<file path="src/design/tmc_pkg.sv">
package tmc_pkg;

  localparam int unsigned CNT_W   = 12;
  localparam int unsigned BYTE_W  = 8;
  localparam int unsigned NIB_W   = 4;

  localparam logic [11:0] CNT_MAX = 12'hFFF;
  localparam logic [11:0] CNT_RST = 12'h000;
  localparam logic [11:0] CAP_RST = 12'h000;

  // Mode field encodings
  localparam logic [1:0] MODE_TIMER   = 2'h0;
  localparam logic [1:0] MODE_CAPTURE = 2'h1;
  localparam logic [1:0] MODE_RELOAD  = 2'h2;
  localparam logic [1:0] MODE_COMPARE = 2'h3;

  // Prescaler select encodings
  localparam logic [1:0] DIV_4   = 2'h0;
  localparam logic [1:0] DIV_16  = 2'h1;
  localparam logic [1:0] DIV_32  = 2'h2;
  localparam logic [1:0] DIV_128 = 2'h3;

  // Terminal values of the free prescale counter for each divisor
  localparam int unsigned PRE_W       = 7;
  localparam logic [6:0]  PRE_END_4   = 7'h03;
  localparam logic [6:0]  PRE_END_16  = 7'h0F;
  localparam logic [6:0]  PRE_END_32  = 7'h1F;
  localparam logic [6:0]  PRE_END_128 = 7'h7F;
  localparam logic [6:0]  PRE_RST     = 7'h00;

  // Machine cycle of four states; the pin is sampled in the last one
  localparam int unsigned MC_W    = 2;
  localparam logic [1:0]  MC_RST  = 2'h0;
  localparam logic [1:0]  MC_C4   = 2'h3;

  // Field positions within the shared high-nibble register
  localparam int unsigned SH_CNT_LSB = 0;
  localparam int unsigned SH_CAP_LSB = 4;

endpackage

</file>
<file path="src/design/tmc_prescaler.sv">
`timescale 1ns/100ps
module tmc_prescaler
(
  input  wire logic       clk,
  input  wire logic       arst_n,
  input  wire logic       clk_en,
  input  wire logic [1:0] prescaler_select,
  output logic            pre_tick,
  output logic            c4_tick
);

  logic [6:0] pre_q;
  logic [1:0] mc_q;
  logic [6:0] pre_end;

  always_comb
  begin
    unique case (prescaler_select)
      tmc_pkg::DIV_4:   pre_end = tmc_pkg::PRE_END_4;
      tmc_pkg::DIV_16:  pre_end = tmc_pkg::PRE_END_16;
      tmc_pkg::DIV_32:  pre_end = tmc_pkg::PRE_END_32;
      default:          pre_end = tmc_pkg::PRE_END_128;
    endcase
  end

  // Free-running; a divisor change takes effect at the next wrap of the
  // masked bits, so a select change may shorten one period
  always_ff @(posedge clk or negedge arst_n)
  begin
    if (!arst_n)
      pre_q <= tmc_pkg::PRE_RST;
    else if (clk_en)
      pre_q <= pre_q + 7'h01;
  end

  always_ff @(posedge clk or negedge arst_n)
  begin
    if (!arst_n)
      mc_q <= tmc_pkg::MC_RST;
    else if (clk_en)
      mc_q <= mc_q + 2'h1;
  end

  assign pre_tick = clk_en && ((pre_q & pre_end) == pre_end);
  assign c4_tick  = clk_en && (mc_q == tmc_pkg::MC_C4);

endmodule // tmc_prescaler

</file>
<file path="src/design/tmc_timer.sv">
// Contract
// Twelve-bit up counter: low byte plus nibble
// Two-bit mode field picks one of four modes
// Timer mode counts 000h to FFFh, wraps
// Prescaler divides clock by 4, 16, 32, 128
// Count writes accepted only while stopped
// Source select: prescaled clock or pin edges
// Pin sampled at C4; high-then-low counts
// Toggle enable inverts pin on overflow/match
// Capture mode copies counter on trigger edge
// Capture sets event flag; software clears
// Auto-reset clears counter after capture
// Capture source: pin or ADC compare result
// Compare mode: equality sets event flag (here not for compare value 000h)
// Compare: auto-reset clears counter after match
// Reload mode counts from reload value up
// Reload overflow loads value, sets overflow flag
// Runs only when enabled; overflow sets flag (here not in compare mode)
`timescale 1ns/100ps
module tmc_timer
(
  input  wire logic        clk,
  input  wire logic        arst_n,
  input  wire logic        clk_en,
  input  wire logic [1:0]  mode,
  input  wire logic [1:0]  prescaler_select,
  input  wire logic        run_control,
  input  wire logic        count_source_select,
  input  wire logic        pin_toggle_enable,
  input  wire logic        auto_reset_on_event,
  input  wire logic        capture_source_select,
  input  wire logic        timer_irq_enable,
  input  wire logic        count_low_wr,
  input  wire logic [7:0]  count_low_wdata,
  input  wire logic        capture_low_wr,
  input  wire logic [7:0]  capture_low_wdata,
  input  wire logic        shared_high_wr,
  input  wire logic [7:0]  shared_high_wdata,
  input  wire logic        overflow_flag_clr,
  input  wire logic        external_event_flag_clr,
  input  wire logic        adc_compare_result,
  input  wire logic        trigger_pin_in,
  input  wire logic        timer_pin_in,
  output logic             timer_pin_out,
  output logic             timer_pin_oe,
  output logic [7:0]       count_low_byte,
  output logic [7:0]       capture_low_byte,
  output logic [7:0]       shared_high_nibbles_reg,
  output logic             overflow_flag,
  output logic             external_event_flag,
  output logic             timer_irq
);

  logic        pre_tick;
  logic        c4_tick;

  logic [11:0] cnt_q;
  logic [11:0] cap_q;
  logic        ovf_flag_q;
  logic        ext_flag_q;
  logic        pin_q;
  logic        match_q;

  logic [1:0]  tpin_sync_q;
  logic [1:0]  trig_sync_q;
  logic        tpin_samp_q;
  logic        tpin_prev_q;
  logic        trig_prev_q;
  logic        adc_prev_q;

  logic        is_timer;
  logic        is_capture;
  logic        is_reload;
  logic        is_compare;
  logic        pin_fall;
  logic        count_tick;
  logic        at_max;
  logic        overflow;
  logic [11:0] cnt_inc;
  logic        match;
  logic        trig_edge;
  logic        adc_edge;
  logic        capture;
  logic        cmp_clear;

  tmc_prescaler u_prescaler
  (
    .clk              (clk),
    .arst_n           (arst_n),
    .clk_en           (clk_en),
    .prescaler_select (prescaler_select),
    .pre_tick         (pre_tick),
    .c4_tick          (c4_tick)
  );

  assign is_timer   = (mode == tmc_pkg::MODE_TIMER);
  assign is_capture = (mode == tmc_pkg::MODE_CAPTURE);
  assign is_reload  = (mode == tmc_pkg::MODE_RELOAD);
  assign is_compare = (mode == tmc_pkg::MODE_COMPARE);

  // Both pins come from outside the clock domain
  always_ff @(posedge clk or negedge arst_n)
  begin
    if (!arst_n)
      tpin_sync_q <= 2'h0;
    else if (clk_en)
      tpin_sync_q <= {tpin_sync_q[0], timer_pin_in};
  end

  always_ff @(posedge clk or negedge arst_n)
  begin
    if (!arst_n)
      trig_sync_q <= 2'h0;
    else if (clk_en)
      trig_sync_q <= {trig_sync_q[0], trigger_pin_in};
  end

  // One sample per machine cycle; pulses shorter than a machine cycle
  // may be missed, which is the documented limit of this input
  always_ff @(posedge clk or negedge arst_n)
  begin
    if (!arst_n)
    begin
      tpin_samp_q <= 1'b0;
      tpin_prev_q <= 1'b0;
    end
    else if (c4_tick)
    begin
      tpin_samp_q <= tpin_sync_q[1];
      tpin_prev_q <= tpin_samp_q;
    end
  end

  // Fall seen once, in the cycle right after the sample updates
  logic c4_dly_q;

  always_ff @(posedge clk or negedge arst_n)
  begin
    if (!arst_n)
      c4_dly_q <= 1'b0;
    else if (clk_en)
      c4_dly_q <= c4_tick;
  end

  assign pin_fall = c4_dly_q && clk_en && tpin_prev_q && !tpin_samp_q;

  // Edge detectors arm only once the synchronisers hold real levels;
  // a source sitting high through reset would otherwise fake a capture
  logic [2:0] arm_q;
  logic       armed;

  always_ff @(posedge clk or negedge arst_n)
  begin
    if (!arst_n)
      arm_q <= 3'h0;
    else if (clk_en)
      arm_q <= {arm_q[1:0], 1'b1};
  end

  assign armed = arm_q[2];

  always_ff @(posedge clk or negedge arst_n)
  begin
    if (!arst_n)
      trig_prev_q <= 1'b0;
    else if (clk_en)
      trig_prev_q <= trig_sync_q[1];
  end

  // The comparator result is already on this clock, so it is not
  // synchronised; one register is enough to see its edges
  always_ff @(posedge clk or negedge arst_n)
  begin
    if (!arst_n)
      adc_prev_q <= 1'b0;
    else if (clk_en)
      adc_prev_q <= adc_compare_result;
  end

  // Either edge of the selected source triggers a capture
  assign trig_edge = trig_sync_q[1] != trig_prev_q;
  assign adc_edge  = adc_compare_result != adc_prev_q;
  assign capture   = clk_en && armed &&
                     is_capture &&
                     (capture_source_select ? adc_edge : trig_edge);

  // Counting
  assign count_tick = clk_en && run_control &&
                      (count_source_select ? pin_fall : pre_tick);
  assign at_max     = (cnt_q == tmc_pkg::CNT_MAX);
  assign overflow   = count_tick && at_max;
  assign cnt_inc    = cnt_q + 12'h001;
  assign match      = count_tick && is_compare && !at_max &&
                      (cnt_inc == cap_q);
  assign cmp_clear  = clk_en && match_q && is_compare &&
                      auto_reset_on_event;

  always_ff @(posedge clk or negedge arst_n)
  begin
    if (!arst_n)
      match_q <= 1'b0;
    else if (clk_en)
      match_q <= match;
  end

  // Counter: low byte and the low nibble of the shared register
  always_ff @(posedge clk or negedge arst_n)
  begin
    if (!arst_n)
      cnt_q <= tmc_pkg::CNT_RST;
    else if (clk_en)
    begin
      if (!run_control && (count_low_wr || shared_high_wr))
      begin
        if (count_low_wr)
          cnt_q[7:0] <= count_low_wdata;
        if (shared_high_wr)
          cnt_q[11:8] <= shared_high_wdata[tmc_pkg::SH_CNT_LSB +: 4];
      end
      else if (capture && auto_reset_on_event)
        cnt_q <= tmc_pkg::CNT_RST;
      else if (cmp_clear)
        cnt_q <= tmc_pkg::CNT_RST;
      else if (overflow)
      begin
        if (is_reload)
          cnt_q <= cap_q;
        else
          cnt_q <= tmc_pkg::CNT_RST;
      end
      else if (count_tick)
        cnt_q <= cnt_inc;
    end
  end

  // Capture/reload/compare register; a capture beats a software write
  always_ff @(posedge clk or negedge arst_n)
  begin
    if (!arst_n)
      cap_q <= tmc_pkg::CAP_RST;
    else if (clk_en)
    begin
      if (capture)
        cap_q <= cnt_q;
      else
      begin
        if (capture_low_wr)
          cap_q[7:0] <= capture_low_wdata;
        if (shared_high_wr)
          cap_q[11:8] <= shared_high_wdata[tmc_pkg::SH_CAP_LSB +: 4];
      end
    end
  end

  // Sticky flags: a hardware set wins over a software clear
  always_ff @(posedge clk or negedge arst_n)
  begin
    if (!arst_n)
      ovf_flag_q <= 1'b0;
    else if (clk_en)
    begin
      if (overflow && !is_compare)
        ovf_flag_q <= 1'b1;
      else if (overflow_flag_clr)
        ovf_flag_q <= 1'b0;
    end
  end

  always_ff @(posedge clk or negedge arst_n)
  begin
    if (!arst_n)
      ext_flag_q <= 1'b0;
    else if (clk_en)
    begin
      if (capture || match)
        ext_flag_q <= 1'b1;
      else if (external_event_flag_clr)
        ext_flag_q <= 1'b0;
    end
  end

  // Pin toggle on overflow in any mode or on a compare match
  always_ff @(posedge clk or negedge arst_n)
  begin
    if (!arst_n)
      pin_q <= 1'b0;
    else if (clk_en && pin_toggle_enable && (overflow || match))
      pin_q <= !pin_q;
  end

  assign timer_pin_out = pin_q;
  assign timer_pin_oe  = pin_toggle_enable;

  assign count_low_byte          = cnt_q[7:0];
  assign capture_low_byte        = cap_q[7:0];
  assign shared_high_nibbles_reg = {cap_q[11:8], cnt_q[11:8]};
  assign overflow_flag           = ovf_flag_q;
  assign external_event_flag     = ext_flag_q;
  assign timer_irq = timer_irq_enable && (ovf_flag_q || ext_flag_q);

  // is_timer documents the default path; nothing else needs it
  logic unused_mode;
  assign unused_mode = is_timer;

endmodule // tmc_timer

</file>
<file path="config.mk">
export PLATFORM = sky130hd
export DESIGN_NAME = tmc_timer
export DESIGN_NICKNAME = d
export VERILOG_FILES = /design/src/design/tmc_pkg.sv /design/src/design/tmc_prescaler.sv /design/src/design/tmc_timer.sv
export SDC_FILE = /design/constraint.sdc
export NUM_CORES = 1
export LEC_CHECK = 0
export ABC_AREA = 1
export BUFFER_PORTS_ARGS = -buffer_cell sky130_fd_sc_hd__clkbuf_2
export CAP_MARGIN = 40
export CORE_MARGIN = 5
export CORE_UTILIZATION = 58
export DETAILED_ROUTE_END_ITERATION = 12
export PLACE_DENSITY = 0.86
export SLEW_MARGIN = 15
export SYNTH_ARGS = -nofsm -noshare
export SYNTH_HDL_FRONTEND = slang
export SYNTH_SLANG_ARGS = --single-unit
</file>
<file path="constraint.sdc">
create_clock -name clk -period 4.25 [get_ports clk]
set_input_delay 0.85 -clock clk [delete_from_list [all_inputs] [get_ports clk]]
set_output_delay 0.85 -clock clk [all_outputs]
set_load 0.02 [all_outputs]
</file>
# Yosys cells after proc, flatten, opt, wreduce, memory -nomap -nowiden
# Index checks and enable logic that the tools add are counted.
totals:
  register_bits: 49
  inputBits: 45
  out_inout_bits: 29
  elab_cells: 97
classes:
  addsub: 3
  n_eq_ne: 13
  n_mux: 18
  n_bitwise: 1
  reduce_logical: 44
op_table:
  columns: ["op", "count"]
  rows:
  - ["12-bit two-way mux", 7]
  - ["1-bit logical AND", 23]
  - ["7-bit one-hot mux with 3 select lines", 1]
  - ["8-bit two-way mux", 2]
  - ["12-bit by 1-bit adder with 12-bit output, second input constant", 1]
  - ["12-bit equality test", 1]
  - ["12-bit equality test, second input constant", 1]
  - ["2-bit equality test, second input constant", 4]
  - ["4-bit two-way mux", 2]
  - ["2-bit AND reduction", 4]
  - ["2-bit nonzero test", 4]
  - ["7-bit by 1-bit adder with 7-bit output, second input constant", 1]
  - ["7-bit bitwise AND", 1]
  - ["7-bit equality test", 1]
  - ["1-bit two-way mux", 6]
  - ["3-bit AND reduction", 2]
  - ["1-bit logical NOT", 5]
  - ["5-bit nonzero test", 1]
  - ["2-bit by 1-bit equality test with 1-bit output, second input constant", 2]
  - ["1-bit logical OR", 4]
  - ["2-bit inequality test, second input constant", 2]
  - ["2-bit by 1-bit adder with 2-bit output, second input constant", 1]
  - ["2-bit logical NOT", 1]
  - ["1-bit inequality test", 2]

# Depth between registers and ports, before layout
logic_depth:
  word_depth: 13
  ltp_mapped: 16

# Hierarchy
# Synthesis repeated with hierarchy kept, for this count alone.
unflattened:
  hier_cells: 458
  hier_area_um2: 3180.6
by_module_without_submodules:
  columns: ["mod", "n_inst", "cells_per_inst", "area_per_inst_um2", "seq_area_each_um2"]
  rows:
  - ["tmc_timer", 1, 408, 2708.8, 1001.0]
  - ["tmc_prescaler", 1, 50, 471.7, 225.2]

# Least setup slack after synthesis
# Ideal clock, no wire load.
synth_timing:
  kind: "input port to flip-flop"
  startpoint: "input port clk_en"
  endpoint: "register cnt_q[7]"
  t_arrival_ns: 2.084
  required_ns: 4.133
  slack_ns: 2.049
  cell_stages: 11
  n_path_buf: 2
  cell_sequence: "buf_4 > inv_2 > nor4_4 > nand3_2 > o21ai_1 > nor2_1 > buf_2 > nand3_1 > nand2_1 > nand2_1 > nand2_1"
synth_via:
  elab_chain_cells: 10
synth_lines:
  columns: ["item", "line_no", "rtl"]
  rows:
  - ["start: declaration", "tmc_timer.sv:24", "input wire logic clk_en,"]
  - ["1-bit logical AND (3 in a row)", "tmc_timer.sv:145", "assign pin_fall = c4_dly_q && clk_en && tpin_prev_q && !tpin_samp_q;"]
  - ["1-bit two-way mux", "tmc_timer.sv:189", "(count_source_select ? pin_fall : pre_tick);"]
  - ["1-bit logical AND", "tmc_timer.sv:188", "assign count_tick = clk_en && run_control &&"]
  - ["1-bit logical AND", "tmc_timer.sv:191", "assign overflow = count_tick && at_max;"]
  - ["12-bit two-way mux", "tmc_timer.sv:224", "else if (overflow)"]
  - ["12-bit two-way mux", "tmc_timer.sv:222", "else if (cmp_clear)"]
  - ["12-bit two-way mux", "tmc_timer.sv:220", "else if (capture && auto_reset_on_event)"]
  - ["12-bit two-way mux", "tmc_timer.sv:213", "if (!run_control && (count_low_wr || shared_high_wr))"]
  - ["end signal: assignment", "tmc_timer.sv:216", "cnt_q[7:0] <= count_low_wdata;"]
  - ["end signal: assignment", "tmc_timer.sv:221", "cnt_q <= tmc_pkg::CNT_RST;"]
  - ["end signal: assignment", "tmc_timer.sv:223", "cnt_q <= tmc_pkg::CNT_RST;"]
  - ["end: declaration", "tmc_timer.sv:57", "logic [11:0] cnt_q;"]
# Several ways; a longest one is shown, not always the timed one.
# A chain may end at the register's enable or synchronous reset.

# Worst setup path in the final report
layout_timing:
  startpoint: "register cnt_q[0]"
  endpoint: "register cnt_q[10]"
layout_via:
  elab_chain_cells: 6
layout_lines:
  columns: ["item", "line_no", "rtl"]
  rows:
  - ["start signal: assignment", "tmc_timer.sv:210", "cnt_q <= tmc_pkg::CNT_RST;"]
  - ["start signal: assignment", "tmc_timer.sv:216", null]
  - ["start signal: assignment", "tmc_timer.sv:221", null]
  - ["12-bit by 1-bit adder with 12-bit output / 12-bit equality test (equally long branches)", "tmc_timer.sv:192, tmc_timer.sv:190", null]
  - ["12-bit two-way mux / 1-bit logical AND (equally long branches)", "tmc_timer.sv:231, tmc_timer.sv:191", null]
  - ["12-bit two-way mux", "tmc_timer.sv:224", null]
  - ["12-bit two-way mux", "tmc_timer.sv:222", null]
  - ["12-bit two-way mux", "tmc_timer.sv:220", null]
  - ["12-bit two-way mux", "tmc_timer.sv:213", null]
# Several ways; a longest one is shown, not always the timed one. The select of a mux whose other input is x is not followed.

==> metrics.md <==
| Metric | Value |
|---|---|
| Status | `finished, final reports clean` |
| CTS tree | `built` |
| Post-DP HPWL | `6090 um` |
| Power density cells | `449 nW/um2` |
| Worst-skew pair later-pin latency | `300 ps` |
| Total GRT Usage | `25.8%` |
| Unrepaired setup endpoints after global routing | `no` |
| Crit path max fanout | `14` |
| Crit path required time | `4450 ps` |
| Post-cts resize count | `0` |
| I/O Buffers | `73` |
| Syn Nets | `491` |
| # IOs | `74` |
| Max Fclk | `321 MHz` |
| Final wirelength | `8160 um` |
| Crit path launch type | `flip-flop` |
| Via count | `3,122` |
| Final Wtd Congestion | `0.910` |
| Initial antenna violation count | `0` |
| # rows | `26` |
| Final Setup Violations | `0` |
| Leak Pwr | `0.00200 uW` |
| Worst Setup End Kind | `flip-flop` |
| Number of remaining DRC errors | `0` |
| Root Driver | `clkbuf_8` |
| Final critical-path share of the clock period | `73.2%` |
| FF+latch count, synth | `49` |
| Critical Path AT | `3310 ps` |
| Ant diodes | `0` |
| Final slew viol count | `0` |
| Post-route ant nets | `0` |
| Mapped Area | `3040 um2` |
| Fin area | `3570 um2` |
| Worst Tran Pin Value | `681 ps` |
| Total CTS buffers | `5` |
| Fin crit period | `3110 ps` |
| Grt ovf | `0` |
| First-pass GRT wire length | `13,400 um` |
| Final clock skew | `6.68 ps` |
| Setup repair bufs after CTS | `0` |
| Share of post-route cells with drive strength above 1 | `18.2%` |
| Slew headroom | `54.4%` |
| CTS Sinks | `49` |
| Die H | `82.4 um` |
| Total power | `1600 uW` |
| H-tree lvl count | `2` |
| Ys Warns | `0` |
| Clock-pin slew of the registers on the worst-case setup and hold paths | `90 ps` |
| Via density | `5.36` |
| Clock Tree Buf Depth | `2` |
| Average size of a mapped cell | `6.86 um2` |
| Initial Utilization | `59.5%` |
| 1st-iter DRT viols | `267` |
| Worst Hold Class | `flip-flop to flip-flop` |
| Die area | `6780 um2` |
| Critical setup path kind | `flip-flop to flip-flop` |
| VDD IR max | `0.235 mV` |
| Vias in the first global route | `2,931` |
| Max Cap Viol | `0` |
| Core area | `5110 um2` |
| Synth Instances | `443` |
| Area grow syn2layout | `17.4%` |
| Nets | `559` |
| Final Hold Viols | `0` |
| Hold_buf cts | `0` |
| Pin count of the biggest net entering global routing | `50` |
| Final setup TNS | `0 ps` |
| Avg WL per Cell | `14.0 um` |
| Drt first pass iters | `5` |
| Yosys cell types | `29` |
| Placed instance area | `3450 um2` |
| Seq/Total Area, Yosys | `40.4%` |
| Die Width | `82.4 um` |
-- flip-flops by register name, summed over array words and instances (netlist names) --
name	cells
tpin_sync_q	2
trig_sync_q	2
trig_prev_q	1
cap_q	12
u_prescaler.pre_q	7
cnt_q	12
timer_pin_out	1
arm_q	3
tpin_prev_q	1
c4_dly_q	1
external_event_flag	1
tpin_samp_q	1
overflow_flag	1
u_prescaler.mc_q	2
match_q	1
adc_prev_q	1
-- where the power goes --
group          internal (uW)  switching, uW  leakage (uW)  total (uW)
Clock                    191            160     0.0000574         351
Combinational            206            343       0.00134         549
Sequential               576            126      0.000609         702
Total                    974            629       0.00200        1600
-- cells by family (layout without fill, tap and decap cells) --
kind of cell,Yosys count,after routing,synth area share [%]
AND/OR/NAND/NOR,260,260,36.2
buffers and inverters,63,132,8.32
AO/OA/AOI/OAI,53,53,9.14
flip-flops,49,49,40.4
XOR/XNOR,15,15,4.78
adder cells (fa/ha/maj),3,3,1.24
-- final cells by class --
cell class / count / area, um2
clock buffers: 6 / 82.6
repair buffers: 77 / 395
well taps: 70 / 87.6
inverters: 47 / 178
clock inverters: 2 / 37.5
fillers: 468 / 1540
flip-flops and latches: 49 / 1230
multi-input cells: 331 / 1560
-- cells in the final DEF, fill, tap and decap left out --
master	count
a21oi_1	3
a31oi_1	2
o211ai_1	1
nand2_2	1
o21ai_0	43
nand3b_2	1
inv_2	2
nor4_4	1
o21ai_1	2
nand2_1	179
nand3_2	1
clkinv_2	1
clkinvlp_4	1
bufinv_16	1
clkbuf_2	73
ha_1	3
nor4_1	2
nor3_1	4
xor2_1	11
xnor2_1	3
nor2_1	25
nand3b_4	1
nand3_1	40
buf_4	4
a32o_1	1
xnor3_1	1
inv_1	44
o21a_1	1
nand4_1	5
dfrtp_1	49
clkbuf_8	6
-- metrics by stage --
stage               hold WS, ps  utilization (%)  setup WS (ps)  instances
finish                      472             69.8           1140        582
floorplan                   419                -           2050        443
global route                493             69.8            926        582
CTS                         478             69.8           1210        582
detailed placement          456             67.5           1130        574
global placement            431             67.2           1080        572
-- routing by layer --
| layer | part of all wire (%) | global-route usage [%] | vias to the layer above |
|---|---|---|---|
| met5 | 0 | 0 | - |
| met4 | 2.5 | 11.0 | 0 |
| met3 | 8.4 | 4.77 | 20 |
| met2 | 46 | 41.8 | 162 |
| met1 | 43 | 33.7 | 1403 |
| li1 | - | - | 1537 |
-- cells in the mapped netlist --
cell type	count	area, um2
a31oi_1	2	12.5
clkbuf_1	8	30.0
o211ai_1	1	7.51
a21oi_1	3	15.0
a32o_1	1	10.0
nand4_1	5	31.3
dfrtp_1	49	1230
nor4_4	1	21.3
nor4_1	2	12.5
nor2_1	25	93.8
inv_1	44	165
o21ai_0	43	215
nand2_2	1	6.26
o21a_1	1	7.51
clkinv_2	1	5.00
buf_2	6	30.0
o21ai_1	2	10.0
nand2_1	179	672
nand3b_4	1	20.0
xnor3_1	1	22.5
nand3_1	40	200
xnor2_1	3	26.3
xor2_1	11	96.3
buf_4	2	15.0
nand3b_2	1	11.3
ha_1	3	37.5
inv_2	2	7.51
nand3_2	1	10.0
nor3_1	4	20.0
-- worst max-delay path: stages (launching register included) --
cell and delay, ps:
dfrtp_1 590, ha_1 440, nand3_1 150, nor2_1 170
nand2_1 120, nor3_1 180, nand2_1 370, inv_1 480
o21ai_0 220, nand3_1 120, nand2_1 50, nand2_1 60
nand2_1 50
-- final timing paths --
check                                                        end  slack, ps  cells after the start                  from
min in group asynchronous       u_prescaler.pre_q[5]$_DFFE_PN0P_        640                      2                arst_n
worst min register to register              arm_q[0]$_DFFE_PN0P_        470                      2  arm_q[0]$_DFFE_PN0P_
worst max register to register             cnt_q[10]$_DFFE_PN0P_       1140                     12  cnt_q[0]$_DFFE_PN0P_
worst min-delay path                        arm_q[0]$_DFFE_PN0P_        470                      2  arm_q[0]$_DFFE_PN0P_
worst max-delay path                       cnt_q[10]$_DFFE_PN0P_       1140                     12  cnt_q[0]$_DFFE_PN0P_
max in group asynchronous              timer_pin_out$_DFFE_PN0P_       3190                      2                arst_n
Power figures use the tool's default switching activity.
